<file path="src/dth_pkg.sv">
// Purpose: Shared constants and carrier types for the drive trip handler.
// Assumes: One 250 MHz clock, asynchronous active-high reset.
// Notes:   Trip codes are the numbers shown on the upper display line.
package dth_pkg;

    localparam int CODE_W = 8;

    // Trip codes shown on the display.
    localparam logic [7:0] CODE_NONE             = 8'h00;
    localparam logic [7:0] CODE_SUPPLY_OVERLOAD  = 8'h0a; // 10
    localparam logic [7:0] CODE_U_MISSING        = 8'h0b; // 11
    localparam logic [7:0] CODE_V_MISSING        = 8'h0c; // 12
    localparam logic [7:0] CODE_W_MISSING        = 8'h0d; // 13
    localparam logic [7:0] CODE_COMM_ORDER       = 8'h0e; // 14
    localparam logic [7:0] CODE_A_MISSING        = 8'h0f; // 15
    localparam logic [7:0] CODE_B_MISSING        = 8'h10; // 16
    localparam logic [7:0] CODE_QUAD_SWAPPED     = 8'h11; // 17
    localparam logic [7:0] CODE_LOSS_IN1         = 8'h1b; // 27
    localparam logic [7:0] CODE_LOSS_IN2         = 8'h1c; // 28
    localparam logic [7:0] CODE_LOSS_IN3         = 8'h1d; // 29
    localparam logic [7:0] CODE_PARAM_MEMORY     = 8'h1f; // 31
    localparam logic [7:0] CODE_MODULE_DISPLACED = 8'h25; // 37
    localparam logic [7:0] CODE_MODULE_COUNT     = 8'h96; // 150, plus module count

    // Analog loss trip threshold, in microamps, and supply limit, in milliamps.
    localparam int LOSS_LEVEL_UA       = 3000;
    localparam int SUPPLY_LIMIT_MA     = 300;
    localparam int CUR_W               = 16;
    localparam int MOD_W               = 4;
    localparam logic [3:0] MOD_MAX     = 4'h8;

    // Width of the trip source vector: 14 trip sources and one spare index.
    localparam int NSRC = 15;

    // Reset value of the detector synchronisers.
    localparam logic [2:0] SYNC_RESET = 3'h0;

    // Encoder and commutation fault indications from the feedback interface.
    typedef struct packed {
        logic supply_overload;
        logic u_missing;
        logic v_missing;
        logic w_missing;
        logic order_wrong;
        logic a_missing;
        logic b_missing;
        logic quad_swapped;
    } dth_enc_fault_t;

    // Configuration of one analog input.
    typedef struct packed {
        logic             loop_mode;
        logic             trip_on_loss;
        logic [CUR_W-1:0] current_ua;
    } dth_analog_in_t;

    // Display drive.
    typedef struct packed {
        logic              trip_flag;
        logic [CODE_W-1:0] trip_code;
    } dth_display_t;

endpackage

</file>
<file path="src/dth_trip_handler.sv">
// Purpose: Fault trip handler: latches the first trip, disables power, drives display.
// Assumes: Fault pins are asynchronous; configuration and commands come from logic on clk.
// Notes:   Trip codes follow a fixed priority; see the detection vector below.
// Function
// - Any detected trip disables the power output.
// - While tripped, lower line shows trip flag, upper line the trip code.
// - Displaced or removed servo option module raises trip 37.
// - Input 1 in 4-20 mA loss mode below 3 mA raises trip 27.
// - Input 2 in loop mode with loss trip raises trip 28 on loss.
// - Input 3 in loop mode with loss trip raises trip 29 on loss.
// - Largest frame only: module count changing to n raises trip 150 plus n.
// - Module count trip clears at power-up only if parameters were saved.
// - Parameter memory fault losing values raises trip 31.
// - Memory trip resets only after defaults loaded then saved.
// - Encoder supply overload beyond 300 mA raises trip 10.
// - Missing U commutation or no rotation raises trip 11.
// - Missing V commutation raises trip 12.
// - Missing W commutation raises trip 13.
// - Wrongly ordered U V W commutation raises trip 14.
// - Missing encoder A channel raises trip 15.
// - Missing encoder B channel raises trip 16.
// - Swapped A/B or sine/cosine, or reversed phases, raises trip 17.
`timescale 1ns/1ps
module dth_trip_handler #(
    parameter int  MOD_COUNT_W = dth_pkg::MOD_W,
    parameter bit  LARGE_FRAME = 1'b1
) (
    input  wire logic                         clk,
    input  wire logic                         rst,
    input  wire dth_pkg::dth_enc_fault_t      enc_fault_pin,
    input  wire logic                         option_module_absent_pin,
    input  wire logic                         param_memory_fault_pin,
    input  wire dth_pkg::dth_analog_in_t      analog_in1,
    input  wire dth_pkg::dth_analog_in_t      analog_in2,
    input  wire dth_pkg::dth_analog_in_t      analog_in3,
    input  wire logic [MOD_COUNT_W-1:0]       module_count,
    input  wire logic                         power_up_done,
    input  wire logic                         defaults_loaded,
    input  wire logic                         params_saved,
    input  wire logic                         trip_reset_req,
    output logic                              power_enable,
    output dth_pkg::dth_display_t             display,
    output logic                              option_module_displaced_trip,
    output logic                              current_loss_input1_trip,
    output logic                              current_loss_input2_trip,
    output logic                              current_loss_input3_trip,
    output logic                              module_count_changed_trip,
    output logic                              param_memory_fault_trip,
    output logic                              feedback_supply_overload_trip,
    output logic                              u_commutation_missing_trip,
    output logic                              v_commutation_missing_trip,
    output logic                              w_commutation_missing_trip,
    output logic                              commutation_order_wrong_trip,
    output logic                              channel_a_missing_trip,
    output logic                              channel_b_missing_trip,
    output logic                              quadrature_swapped_trip
);
    localparam int N = dth_pkg::NSRC;

    // Pins that come from outside the clock domain, in priority order.
    logic [N-1:0] pin_raw;
    logic [N-1:0] pin_sync;
    logic [N-1:0] detect;

    // Trip handler state.
    typedef enum logic [1:0] {
        DTH_RUN     = 2'b00,
        DTH_TRIPPED = 2'b01
    } dth_state_t;

    dth_state_t              state_reg;
    dth_state_t              state_next;
    logic [7:0]              code_reg;
    logic [7:0]              code_next;
    logic [MOD_COUNT_W-1:0]  mods_known_reg;
    logic [MOD_COUNT_W-1:0]  mods_known_next;
    logic                    mods_valid_reg;
    logic                    mods_valid_next;
    logic                    saved_since_reg;
    logic                    saved_since_next;
    logic                    defaults_seen_reg;
    logic                    defaults_seen_next;
    logic [N-1:0]            flags_reg;
    logic [N-1:0]            flags_next;

    // Every index takes a synchroniser, tie-offs included; index 0 is the highest priority.
    assign pin_raw = {4'h0,
                      option_module_absent_pin,
                      enc_fault_pin.quad_swapped,
                      enc_fault_pin.b_missing,
                      enc_fault_pin.a_missing,
                      enc_fault_pin.order_wrong,
                      enc_fault_pin.w_missing,
                      enc_fault_pin.v_missing,
                      enc_fault_pin.u_missing,
                      enc_fault_pin.supply_overload,
                      param_memory_fault_pin,
                      1'b0};

    genvar g;
    generate
        for (g = 0; g < N; g = g + 1)
        begin : g_sync
            dth_sync u_sync (
                .clk   (clk),
                .rst   (rst),
                .pin   (pin_raw[g]),
                .level (pin_sync[g])
            );
        end
    endgenerate

    // Analog loss checks compare the loop current with the loss level.
    logic loss1;
    logic loss2;
    logic loss3;
    logic count_change;
    assign loss1 = analog_in1.loop_mode && analog_in1.trip_on_loss
                   && (analog_in1.current_ua < 16'(dth_pkg::LOSS_LEVEL_UA));
    assign loss2 = analog_in2.loop_mode && analog_in2.trip_on_loss
                   && (analog_in2.current_ua < 16'(dth_pkg::LOSS_LEVEL_UA));
    assign loss3 = analog_in3.loop_mode && analog_in3.trip_on_loss
                   && (analog_in3.current_ua < 16'(dth_pkg::LOSS_LEVEL_UA));
    assign count_change = LARGE_FRAME && mods_valid_reg
                          && (module_count != mods_known_reg);

    // Detection vector: index 0 has the highest priority.
    // Memory loss ranks second, after the module count change, because every other setting is suspect after it.
    always_comb
    begin
        detect     = pin_sync;
        detect[0]  = count_change;
        detect[11] = loss1;
        detect[12] = loss2;
        detect[13] = loss3;
        detect[14] = 1'b0;
    end

    // Fixed priority encoder from source index to trip code.
    function automatic logic [7:0] code_of(input int idx, input logic [MOD_COUNT_W-1:0] n);
        logic [7:0] c;
        c = dth_pkg::CODE_NONE;
        unique case (idx)
            0:       c = dth_pkg::CODE_MODULE_COUNT + 8'(n);
            1:       c = dth_pkg::CODE_PARAM_MEMORY;
            2:       c = dth_pkg::CODE_SUPPLY_OVERLOAD;
            3:       c = dth_pkg::CODE_U_MISSING;
            4:       c = dth_pkg::CODE_V_MISSING;
            5:       c = dth_pkg::CODE_W_MISSING;
            6:       c = dth_pkg::CODE_COMM_ORDER;
            7:       c = dth_pkg::CODE_A_MISSING;
            8:       c = dth_pkg::CODE_B_MISSING;
            9:       c = dth_pkg::CODE_QUAD_SWAPPED;
            10:      c = dth_pkg::CODE_MODULE_DISPLACED;
            11:      c = dth_pkg::CODE_LOSS_IN1;
            12:      c = dth_pkg::CODE_LOSS_IN2;
            13:      c = dth_pkg::CODE_LOSS_IN3;
            default: c = dth_pkg::CODE_NONE;
        endcase
        return c;
    endfunction

    logic       any_detect;
    logic [7:0] new_code;
    logic       reset_ok;

    // Lowest index wins when several sources fire together.
    always_comb
    begin
        new_code = dth_pkg::CODE_NONE;
        for (int i = N - 1; i >= 0; i--)
        begin
            if (detect[i])
            begin
                new_code = code_of(i, module_count);
            end
        end
    end
    assign any_detect = |detect;

    // A reset request is honoured only as the active trip allows.
    always_comb
    begin
        if (flags_reg[1])
        begin
            reset_ok = trip_reset_req && defaults_seen_reg && params_saved;
        end
        else if (flags_reg[0])
        begin
            reset_ok = power_up_done && saved_since_reg;
        end
        else
        begin
            reset_ok = trip_reset_req;
        end
    end

    // Next-state logic for the trip latch and the reset bookkeeping.
    always_comb
    begin
        state_next         = state_reg;
        code_next          = code_reg;
        flags_next         = flags_reg;
        mods_known_next    = mods_known_reg;
        mods_valid_next    = 1'b1;
        saved_since_next   = saved_since_reg;
        defaults_seen_next = defaults_seen_reg || defaults_loaded;
        if (!mods_valid_reg)
        begin
            mods_known_next = module_count;
        end
        unique case (state_reg)
            DTH_RUN:
            begin
                if (any_detect)
                begin
                    state_next         = DTH_TRIPPED;
                    code_next          = new_code;
                    flags_next         = detect;
                    saved_since_next   = 1'b0;
                    defaults_seen_next = 1'b0;
                end
            end
            DTH_TRIPPED:
            begin
                if (params_saved)
                begin
                    saved_since_next = 1'b1;
                end
                // A pending module count change is the new count once saved.
                if (flags_reg[0] && params_saved)
                begin
                    mods_known_next = module_count;
                end
                if (reset_ok && !(any_detect && !flags_reg[0]))
                begin
                    state_next         = DTH_RUN;
                    code_next          = dth_pkg::CODE_NONE;
                    flags_next         = '0;
                    defaults_seen_next = 1'b0;
                end
            end
            default:
            begin
                state_next = DTH_TRIPPED;
                code_next  = dth_pkg::CODE_NONE;
            end
        endcase
    end

    always_ff @(posedge clk or posedge rst)
    begin
        if (rst)
        begin
            state_reg         <= DTH_RUN;
            code_reg          <= dth_pkg::CODE_NONE;
            flags_reg         <= '0;
            mods_known_reg    <= '0;
            mods_valid_reg    <= 1'b0;
            saved_since_reg   <= 1'b0;
            defaults_seen_reg <= 1'b0;
        end
        else
        begin
            state_reg         <= state_next;
            code_reg          <= code_next;
            flags_reg         <= flags_next;
            mods_known_reg    <= mods_known_next;
            mods_valid_reg    <= mods_valid_next;
            saved_since_reg   <= saved_since_next;
            defaults_seen_reg <= defaults_seen_next;
        end
    end

    // Outputs come straight from the latched state.
    assign power_enable      = (state_reg == DTH_RUN);
    assign display.trip_flag = (state_reg == DTH_TRIPPED);
    assign display.trip_code = code_reg;

    assign module_count_changed_trip     = flags_reg[0];
    assign param_memory_fault_trip       = flags_reg[1];
    assign feedback_supply_overload_trip = flags_reg[2];
    assign u_commutation_missing_trip    = flags_reg[3];
    assign v_commutation_missing_trip    = flags_reg[4];
    assign w_commutation_missing_trip    = flags_reg[5];
    assign commutation_order_wrong_trip  = flags_reg[6];
    assign channel_a_missing_trip        = flags_reg[7];
    assign channel_b_missing_trip        = flags_reg[8];
    assign quadrature_swapped_trip       = flags_reg[9];
    assign option_module_displaced_trip  = flags_reg[10];
    assign current_loss_input1_trip      = flags_reg[11];
    assign current_loss_input2_trip      = flags_reg[12];
    assign current_loss_input3_trip      = flags_reg[13];
endmodule

</file>
<file path="src/dth_sync.sv">
// Purpose: Three-stage synchroniser with agreement filter for one pin.
// Assumes: The input is asynchronous to clk.
// Notes:   The first stage feeds only the second stage.
`timescale 1ns/1ps
module dth_sync (
    input  wire logic clk,
    input  wire logic rst,
    input  wire logic pin,
    output logic      level
);
    logic [2:0] sync_reg;
    logic [2:0] sync_next;
    logic       level_reg;
    logic       level_next;

    // A change counts only once stages two and three agree.
    always_comb
    begin
        sync_next  = {sync_reg[1:0], pin};
        level_next = (sync_reg[1] == sync_reg[2]) ? sync_reg[2] : level_reg;
    end

    always_ff @(posedge clk or posedge rst)
    begin
        if (rst)
        begin
            sync_reg  <= dth_pkg::SYNC_RESET;
            level_reg <= 1'b0;
        end
        else
        begin
            sync_reg  <= sync_next;
            level_reg <= level_next;
        end
    end

    assign level = level_reg;
endmodule

</file>
<file path="config.mk">
export PLATFORM = sky130hd
export DESIGN_NAME = dth_trip_handler
export DESIGN_NICKNAME = d
export VERILOG_FILES = /design/src/dth_pkg.sv /design/src/dth_trip_handler.sv /design/src/dth_sync.sv
export SDC_FILE = /design/constraint.sdc
export NUM_CORES = 1
export LEC_CHECK = 0
export ABC_AREA = 1
export BUFFER_PORTS_ARGS = -buffer_cell sky130_fd_sc_hd__buf_2
export CORE_ASPECT_RATIO = 0.7
export CORE_MARGIN = 2
export CORE_UTILIZATION = 49
export DETAILED_ROUTE_END_ITERATION = 10
export PLACE_DENSITY = 0.79
export SKIP_CTS_REPAIR_TIMING = 1
export SLEW_MARGIN = 0
export SYNTH_ARGS = -nofsm -noshare
export SYNTH_HDL_FRONTEND = slang
export SYNTH_SLANG_ARGS = --single-unit
export TNS_END_PERCENT = 10
</file>
<file path="constraint.sdc">
create_clock -name clk -period 2.75 [get_ports clk]
set_clock_uncertainty 0.15 [all_clocks]
set_input_delay 0.275 -clock clk [delete_from_list [all_inputs] [get_ports clk]]
set_output_delay 0.275 -clock clk [all_outputs]
set_load 0.01 [all_outputs]
</file>
-- Word level (Yosys, flattened, before mapping)
Cells that the tools add are included.
- bits in registers: 71
- input bits: 74
- output and inout bits: 24
- logic and storage cells: 102
- $add $sub $neg: 1
- magnitude comparators: 3
- equal/unequal tests: 15
- multiplexer cells: 34
- reductions and logical operators: 22
- operators with widths (kind ; count):
    $mux 8 ; 15
    $lt 16x12->1 const B ; 3
    $mux 14 ; 2
    $pmux 14 s2 ; 1
    $pmux 8 s2 ; 1
    $reduce_or 14->1 ; 1
    $logic_and 1x1->1 ; 13
    $mux 4 ; 3
    $eq 1x1->1 ; 10
    $add 8x4->8 const A ; 1
    $mux 1 ; 6
    $reduce_and 3->1 ; 2
    $mux 5 ; 1
    $mux 2 ; 2
    $ne 2x1->1 const B ; 2
    $ne 4x4->1 ; 1
    $pmux 1 s2 ; 2
    $pmux 2 s2 ; 1
    $eq 2x1->1 const B ; 1
    $logic_not 1->1 ; 2
    $logic_not 2->1 ; 1
    $ne 2x2->1 const B ; 1
    $reduce_and 2->1 ; 1
    $reduce_bool 2->1 ; 1
    $logic_or 1x1->1 ; 1

-- Depth between registers and ports, before layout
- depth in word-level cells: 18
- gate-level depth with buffers: 18
- gate-level depth less buffers: 18

-- By module
A second synthesis with hierarchy kept.
- cells, all modules: 326
- area, all modules: 3037.9 µm²
- modules (own cells, without submodules) (module ; times used ; cells an instance ; area each (µm²) ; seq. area each (µm²)):
    dth_trip_handler ; 1 ; 236 ; 1836.8 ; 700.7
    dth_sync ; 10 ; 9 ; 120.1 ; 100.1

-- Least setup slack after synthesis
No wires, ideal clock.
- path type: register to register
- from: reg g_sync[7].u_sync.level_reg
- to: reg flags_reg[10]
- library setup time: 0.115 ns
- arrival: 1.531 ns
- data required time: 2.485 ns
- setup slack: 0.953 ns
- stages on the path, launching flop included: 12
- buffers on the path: 1
- clock period less this slack: 1.797 ns
- cells stage by stage: dfrtp_1 nor3_1 nand4_1 nor2_2 nand3_2 nand2_1 nand3_2 nand2_4 inv_4 buf_12 nand2_2 nand2_2
- cells in the longest elaborated chain, start to end: 6
- elaborated cells between the ends (all ways): 7
- classes of those cells: eq/ne: 2; reduce/logical: 5
- RTL lines (element ; line ; RTL):
    start: declaration ; dth_sync.sv:13 ; logic level_reg;
    start signal: assignment ; dth_sync.sv:33 ; level_reg <= level_next;
    $reduce_or 14->1 (*) ; dth_trip_handler.sv:179 ; assign any_detect = |detect;
    $logic_and 1x1->1 ; dth_trip_handler.sv:235 ; if (reset_ok && !(any_detect && !flags_reg[0]))
    $logic_not 1->1 ; dth_trip_handler.sv:235 ;
    $logic_and 1x1->1 ; dth_trip_handler.sv:235 ;
    $ne 2x1->1 (no line) ; -- ;
    $reduce_and 3->1 (no line) (*) ; -- ;
    end signal: assignment ; dth_trip_handler.sv:267 ; flags_reg <= flags_next;
    end: declaration ; dth_trip_handler.sv:83 ; logic [N-1:0] flags_reg;
Every way passes the cells marked *; elsewhere a longest branch is shown, timed or not.
A chain may end at the register's enable or synchronous reset.

-- Final worst setup path
- from: reg mods_known_reg[1]
- to: reg code_reg[1]
- cells in the longest elaborated chain, start to end: 8
- elaborated cells between the ends (all ways): 12
- classes of those cells: eq/ne: 3; mux: 3; reduce/logical: 6
- RTL lines (element ; line ; RTL):
    start: declaration ; dth_trip_handler.sv:75 ; logic [MOD_COUNT_W-1:0] mods_known_reg;
    start signal: assignment ; dth_trip_handler.sv:268 ; mods_known_reg <= mods_known_next;
    $ne 4x4->1 (*) ; dth_trip_handler.sv:125 ; && (module_count != mods_known_reg);
    $logic_and 1x1->1 (*) ; dth_trip_handler.sv:125 ;
    $reduce_or 14->1 ; dth_trip_handler.sv:179 ;
    $logic_and 1x1->1 ; dth_trip_handler.sv:235 ;
    $logic_not 1->1 ; dth_trip_handler.sv:235 ;
    $logic_and 1x1->1 ; dth_trip_handler.sv:235 ;
    $ne 2x1->1 (no line) ; -- ;
    $reduce_and 2->1 (no line) ; -- ;
    end signal: assignment ; dth_trip_handler.sv:256 ; code_reg <= dth_pkg::CODE_NONE;
    end signal: assignment ; dth_trip_handler.sv:266 ; code_reg <= code_next;
    end: declaration ; dth_trip_handler.sv:73 ; logic [7:0] code_reg;
Every way passes the cells marked *; elsewhere a longest branch is shown, timed or not. The select of a mux whose other input is x is not followed.

==> metrics.md <==
| Metric | Value |
|---|---|
| Largest net degree at the start of global routing | `32` |
| Endpoints failing hold | `0` |
| Most frequent cells in the layout | `buf_2, nand2_1, dfrtp_1` |
| Metal3 WL | `501 um` |
| Synth warnings | `0` |
| GRT Overall Usage | `19.3%` |
| Iter 0 DRT Violations | `94` |
| Hold_sp | `defaults_loaded` |
| Clk pin slew, worst setup/hold paths | `0.07 ns` |
| IO Count | `98` |
| Min Hold Slack | `0.00447 ns` |
| Fin Setup TNS | `0 ns` |
| Vias per cell | `4.76` |
| RD Place Congestion | `0.857` |
| Max cap viols | `0` |
| Kind of critical path | `flip-flop to flip-flop` |
| Post-Route WL | `5700 um` |
| CTS tree | `built` |
| Total core area | `0.00537 mm2` |
| Die H | `67.1 um` |
| DRT antenna net count | `0` |
| Final setup violation count | `0` |
| Share of post-route cells with drive strength above 1 | `33.8%` |
| Yosys cell types | `28` |
| Number of flip-flops under the largest register name | `30` |
| Yosys reg bits | `68` |
| Slowest stage delay, CP | `0.40 ns` |
| Lkg Pwr | `0.00190 uW` |
| Clk sink count | `68` |
| Global-route wire length before repair | `8870 um` |
| Worst Hold Class | `input pin to flip-flop` |
| Drc violations | `0` |
| Final min period | `2.04 ns` |
| DP Worst Slack | `0.720 ns` |
| RSZ-0062 raised after global routing | `false` |
| Initial core utilization | `51.8%` |
| Worst setup path startpoint | `mods_known_reg[1]` |
| CP endpoint kind | `flip-flop` |
| Crit path top cell by count | `nand2_1` |
| Clock Latency Late Sink | `0.35 ns` |
| Async S/R FF share, synth | `100%` |
| Maximum VDD drop | `0.000471 V` |
| Area Growth Syn to Fin | `29.4%` |
| Htree depth | `3` |
| Syn avg cell area | `9.87 um2` |
| Synth Flop Type | `dfrtp_1` |
| Die Area | `0.00631 mm2` |
| F_max | `490 MHz` |
| Num rows | `22` |
| Cell count after synthesis | `282` |
| Post-Syn Nets | `358` |
| Nets@finish | `464` |
| Clock buffer count from CTS | `9` |
| Clk root buf | `clkbuf_8` |
| Worst-path maximum fanout | `18` |
| CTS max path bufs | `2` |
| First-pass DRT Iterations | `4` |
| Via count | `2215` |
| Routed length on met2 | `2650 um` |
| # diodes | `0` |
| Pwr dens | `766 mW/mm2` |
| Top Layer Used | `met4` |
| Post-synth EDFFs | `0` |
| FF-to-FF setup slack | `0.71 ns` |
| Reg2reg start | `mods_known_reg[1]` |
| Critical Path AT | `2.18 ns` |
| Mapped Area | `0.00278 mm2` |
| Post-synthesis sequential area ratio | `61.2%` |
| Port Buffer Count | `87` |
| WP data required | `2.89 ns` |
| WL/cell | `12.3 um` |
| Worst-case reg-to-reg path depth | `11` |
| Met1 Wirelength | `2470 um` |
| Chip width | `94.1 um` |
| Worst path slowest cell | `dfrtp_1` |
| Cells along the critical path | `xnor2_1, nand4_1, nand2_2, nand2_2, nor2_2, nand3_2, nand2_1, nand2_4, inv_4, nand2_1, nand2_1` |
| Most common cell after layout, fill and taps aside | `buf_2` |
| Initial antenna violation count | `0` |
| Max Slew Vio Count | `0` |
| Overflow after GRT | `0` |
| Final WS setup | `0.710 ns` |
| Startpoint Class | `flip-flop` |
| DPL Wire Length | `4140 um` |
| Vias in the first global route | `2035` |
| Status | `complete, no violations` |
| RR Endpoint | `code_reg[1]` |
| Setup crit end | `code_reg[1]` |
| Final period utilization | `74.2%` |
==> worst min path at each step <==
stage                                     to  slack [ns]  cells past startpoint
4_1_cts         g_sync[8].u_sync.sync_reg[1]       -0.26                      2
2_1_floorplan  g_sync[10].u_sync.sync_reg[0]        0.16                      0
5_1_grt                    defaults_seen_reg        0.01                      3
6_report                   defaults_seen_reg       0.004                      3
3_5_place_dp    g_sync[9].u_sync.sync_reg[0]        0.12                      2
3_3_place_gp    g_sync[9].u_sync.sync_reg[0]        0.11                      2
==> critical path, delay by kind of cell, from the launching register on <==
family | cells | cell delay (ns)
simple gates | 9 | 1.01
buf+inv | 1 | 0.22
xor+xnor | 1 | 0.19
flops | 1 | 0.40
==> cells by family after synthesis <==
family                     after synthesis  synth area share (%)
DFF                                     68                  61.2
buffers and inverters                   35                  5.80
other                                    2                 0.270
xor gates and xnor gates                 4                  1.26
AOI/OAI and AO/OA                       18                  3.73
adders and majority gates               12                  4.50
muxes                                    1                 0.405
and+or+nand+nor                        142                  22.9
==> through the flow <==
stage                     total power (uW)  area [um2]  instances  util [%]
after global placement                1900        3280        438      61.1
final                                 2760        3600        465      67.1
after global routing                  2940        3600        465      67.1
after CTS                             2780        3490        454      65.0
after detailed placement              1930        3280        438      61.1
after floorplan                       1710        2780        282         -
==> layer usage <==
metal | up-vias | global-route usage (%)
met5 | - | 0
met4 | 0 | 7.43
met3 | 11 | 7.69
met2 | 84 | 32.2
met1 | 1023 | 22.5
li1 | 1097 | -
==> report_power, final <==
group	switching, uW	internal (uW)
clock network	372	469
registers	111	1160
logic	382	263
==> area by class of cell <==
cell class              count  area (um2)
clock buffers              11         151
clock inverters             5        58.8
fillers                   442        1770
inverters                  29         111
multi-input cells         179         920
flip-flops and latches     68        1700
well taps                  72        90.1
repair buffers            101         568
==> cell usage after synthesis, types with 3 or more instances <==
cell type	number	share of area, %
nand2_1	77	10
a21oi_1	7	1.3
nand2_2	18	4.0
nand3_1	15	2.7
nand4_1	4	0.90
maj3_1	10	3.6
dfrtp_1	68	61
nor2_1	20	2.7
inv_1	28	3.8
o21ai_0	5	0.90
buf_4	3	0.81
xnor2_1	4	1.3
Note: power is estimated with default switching activity, not from simulation.
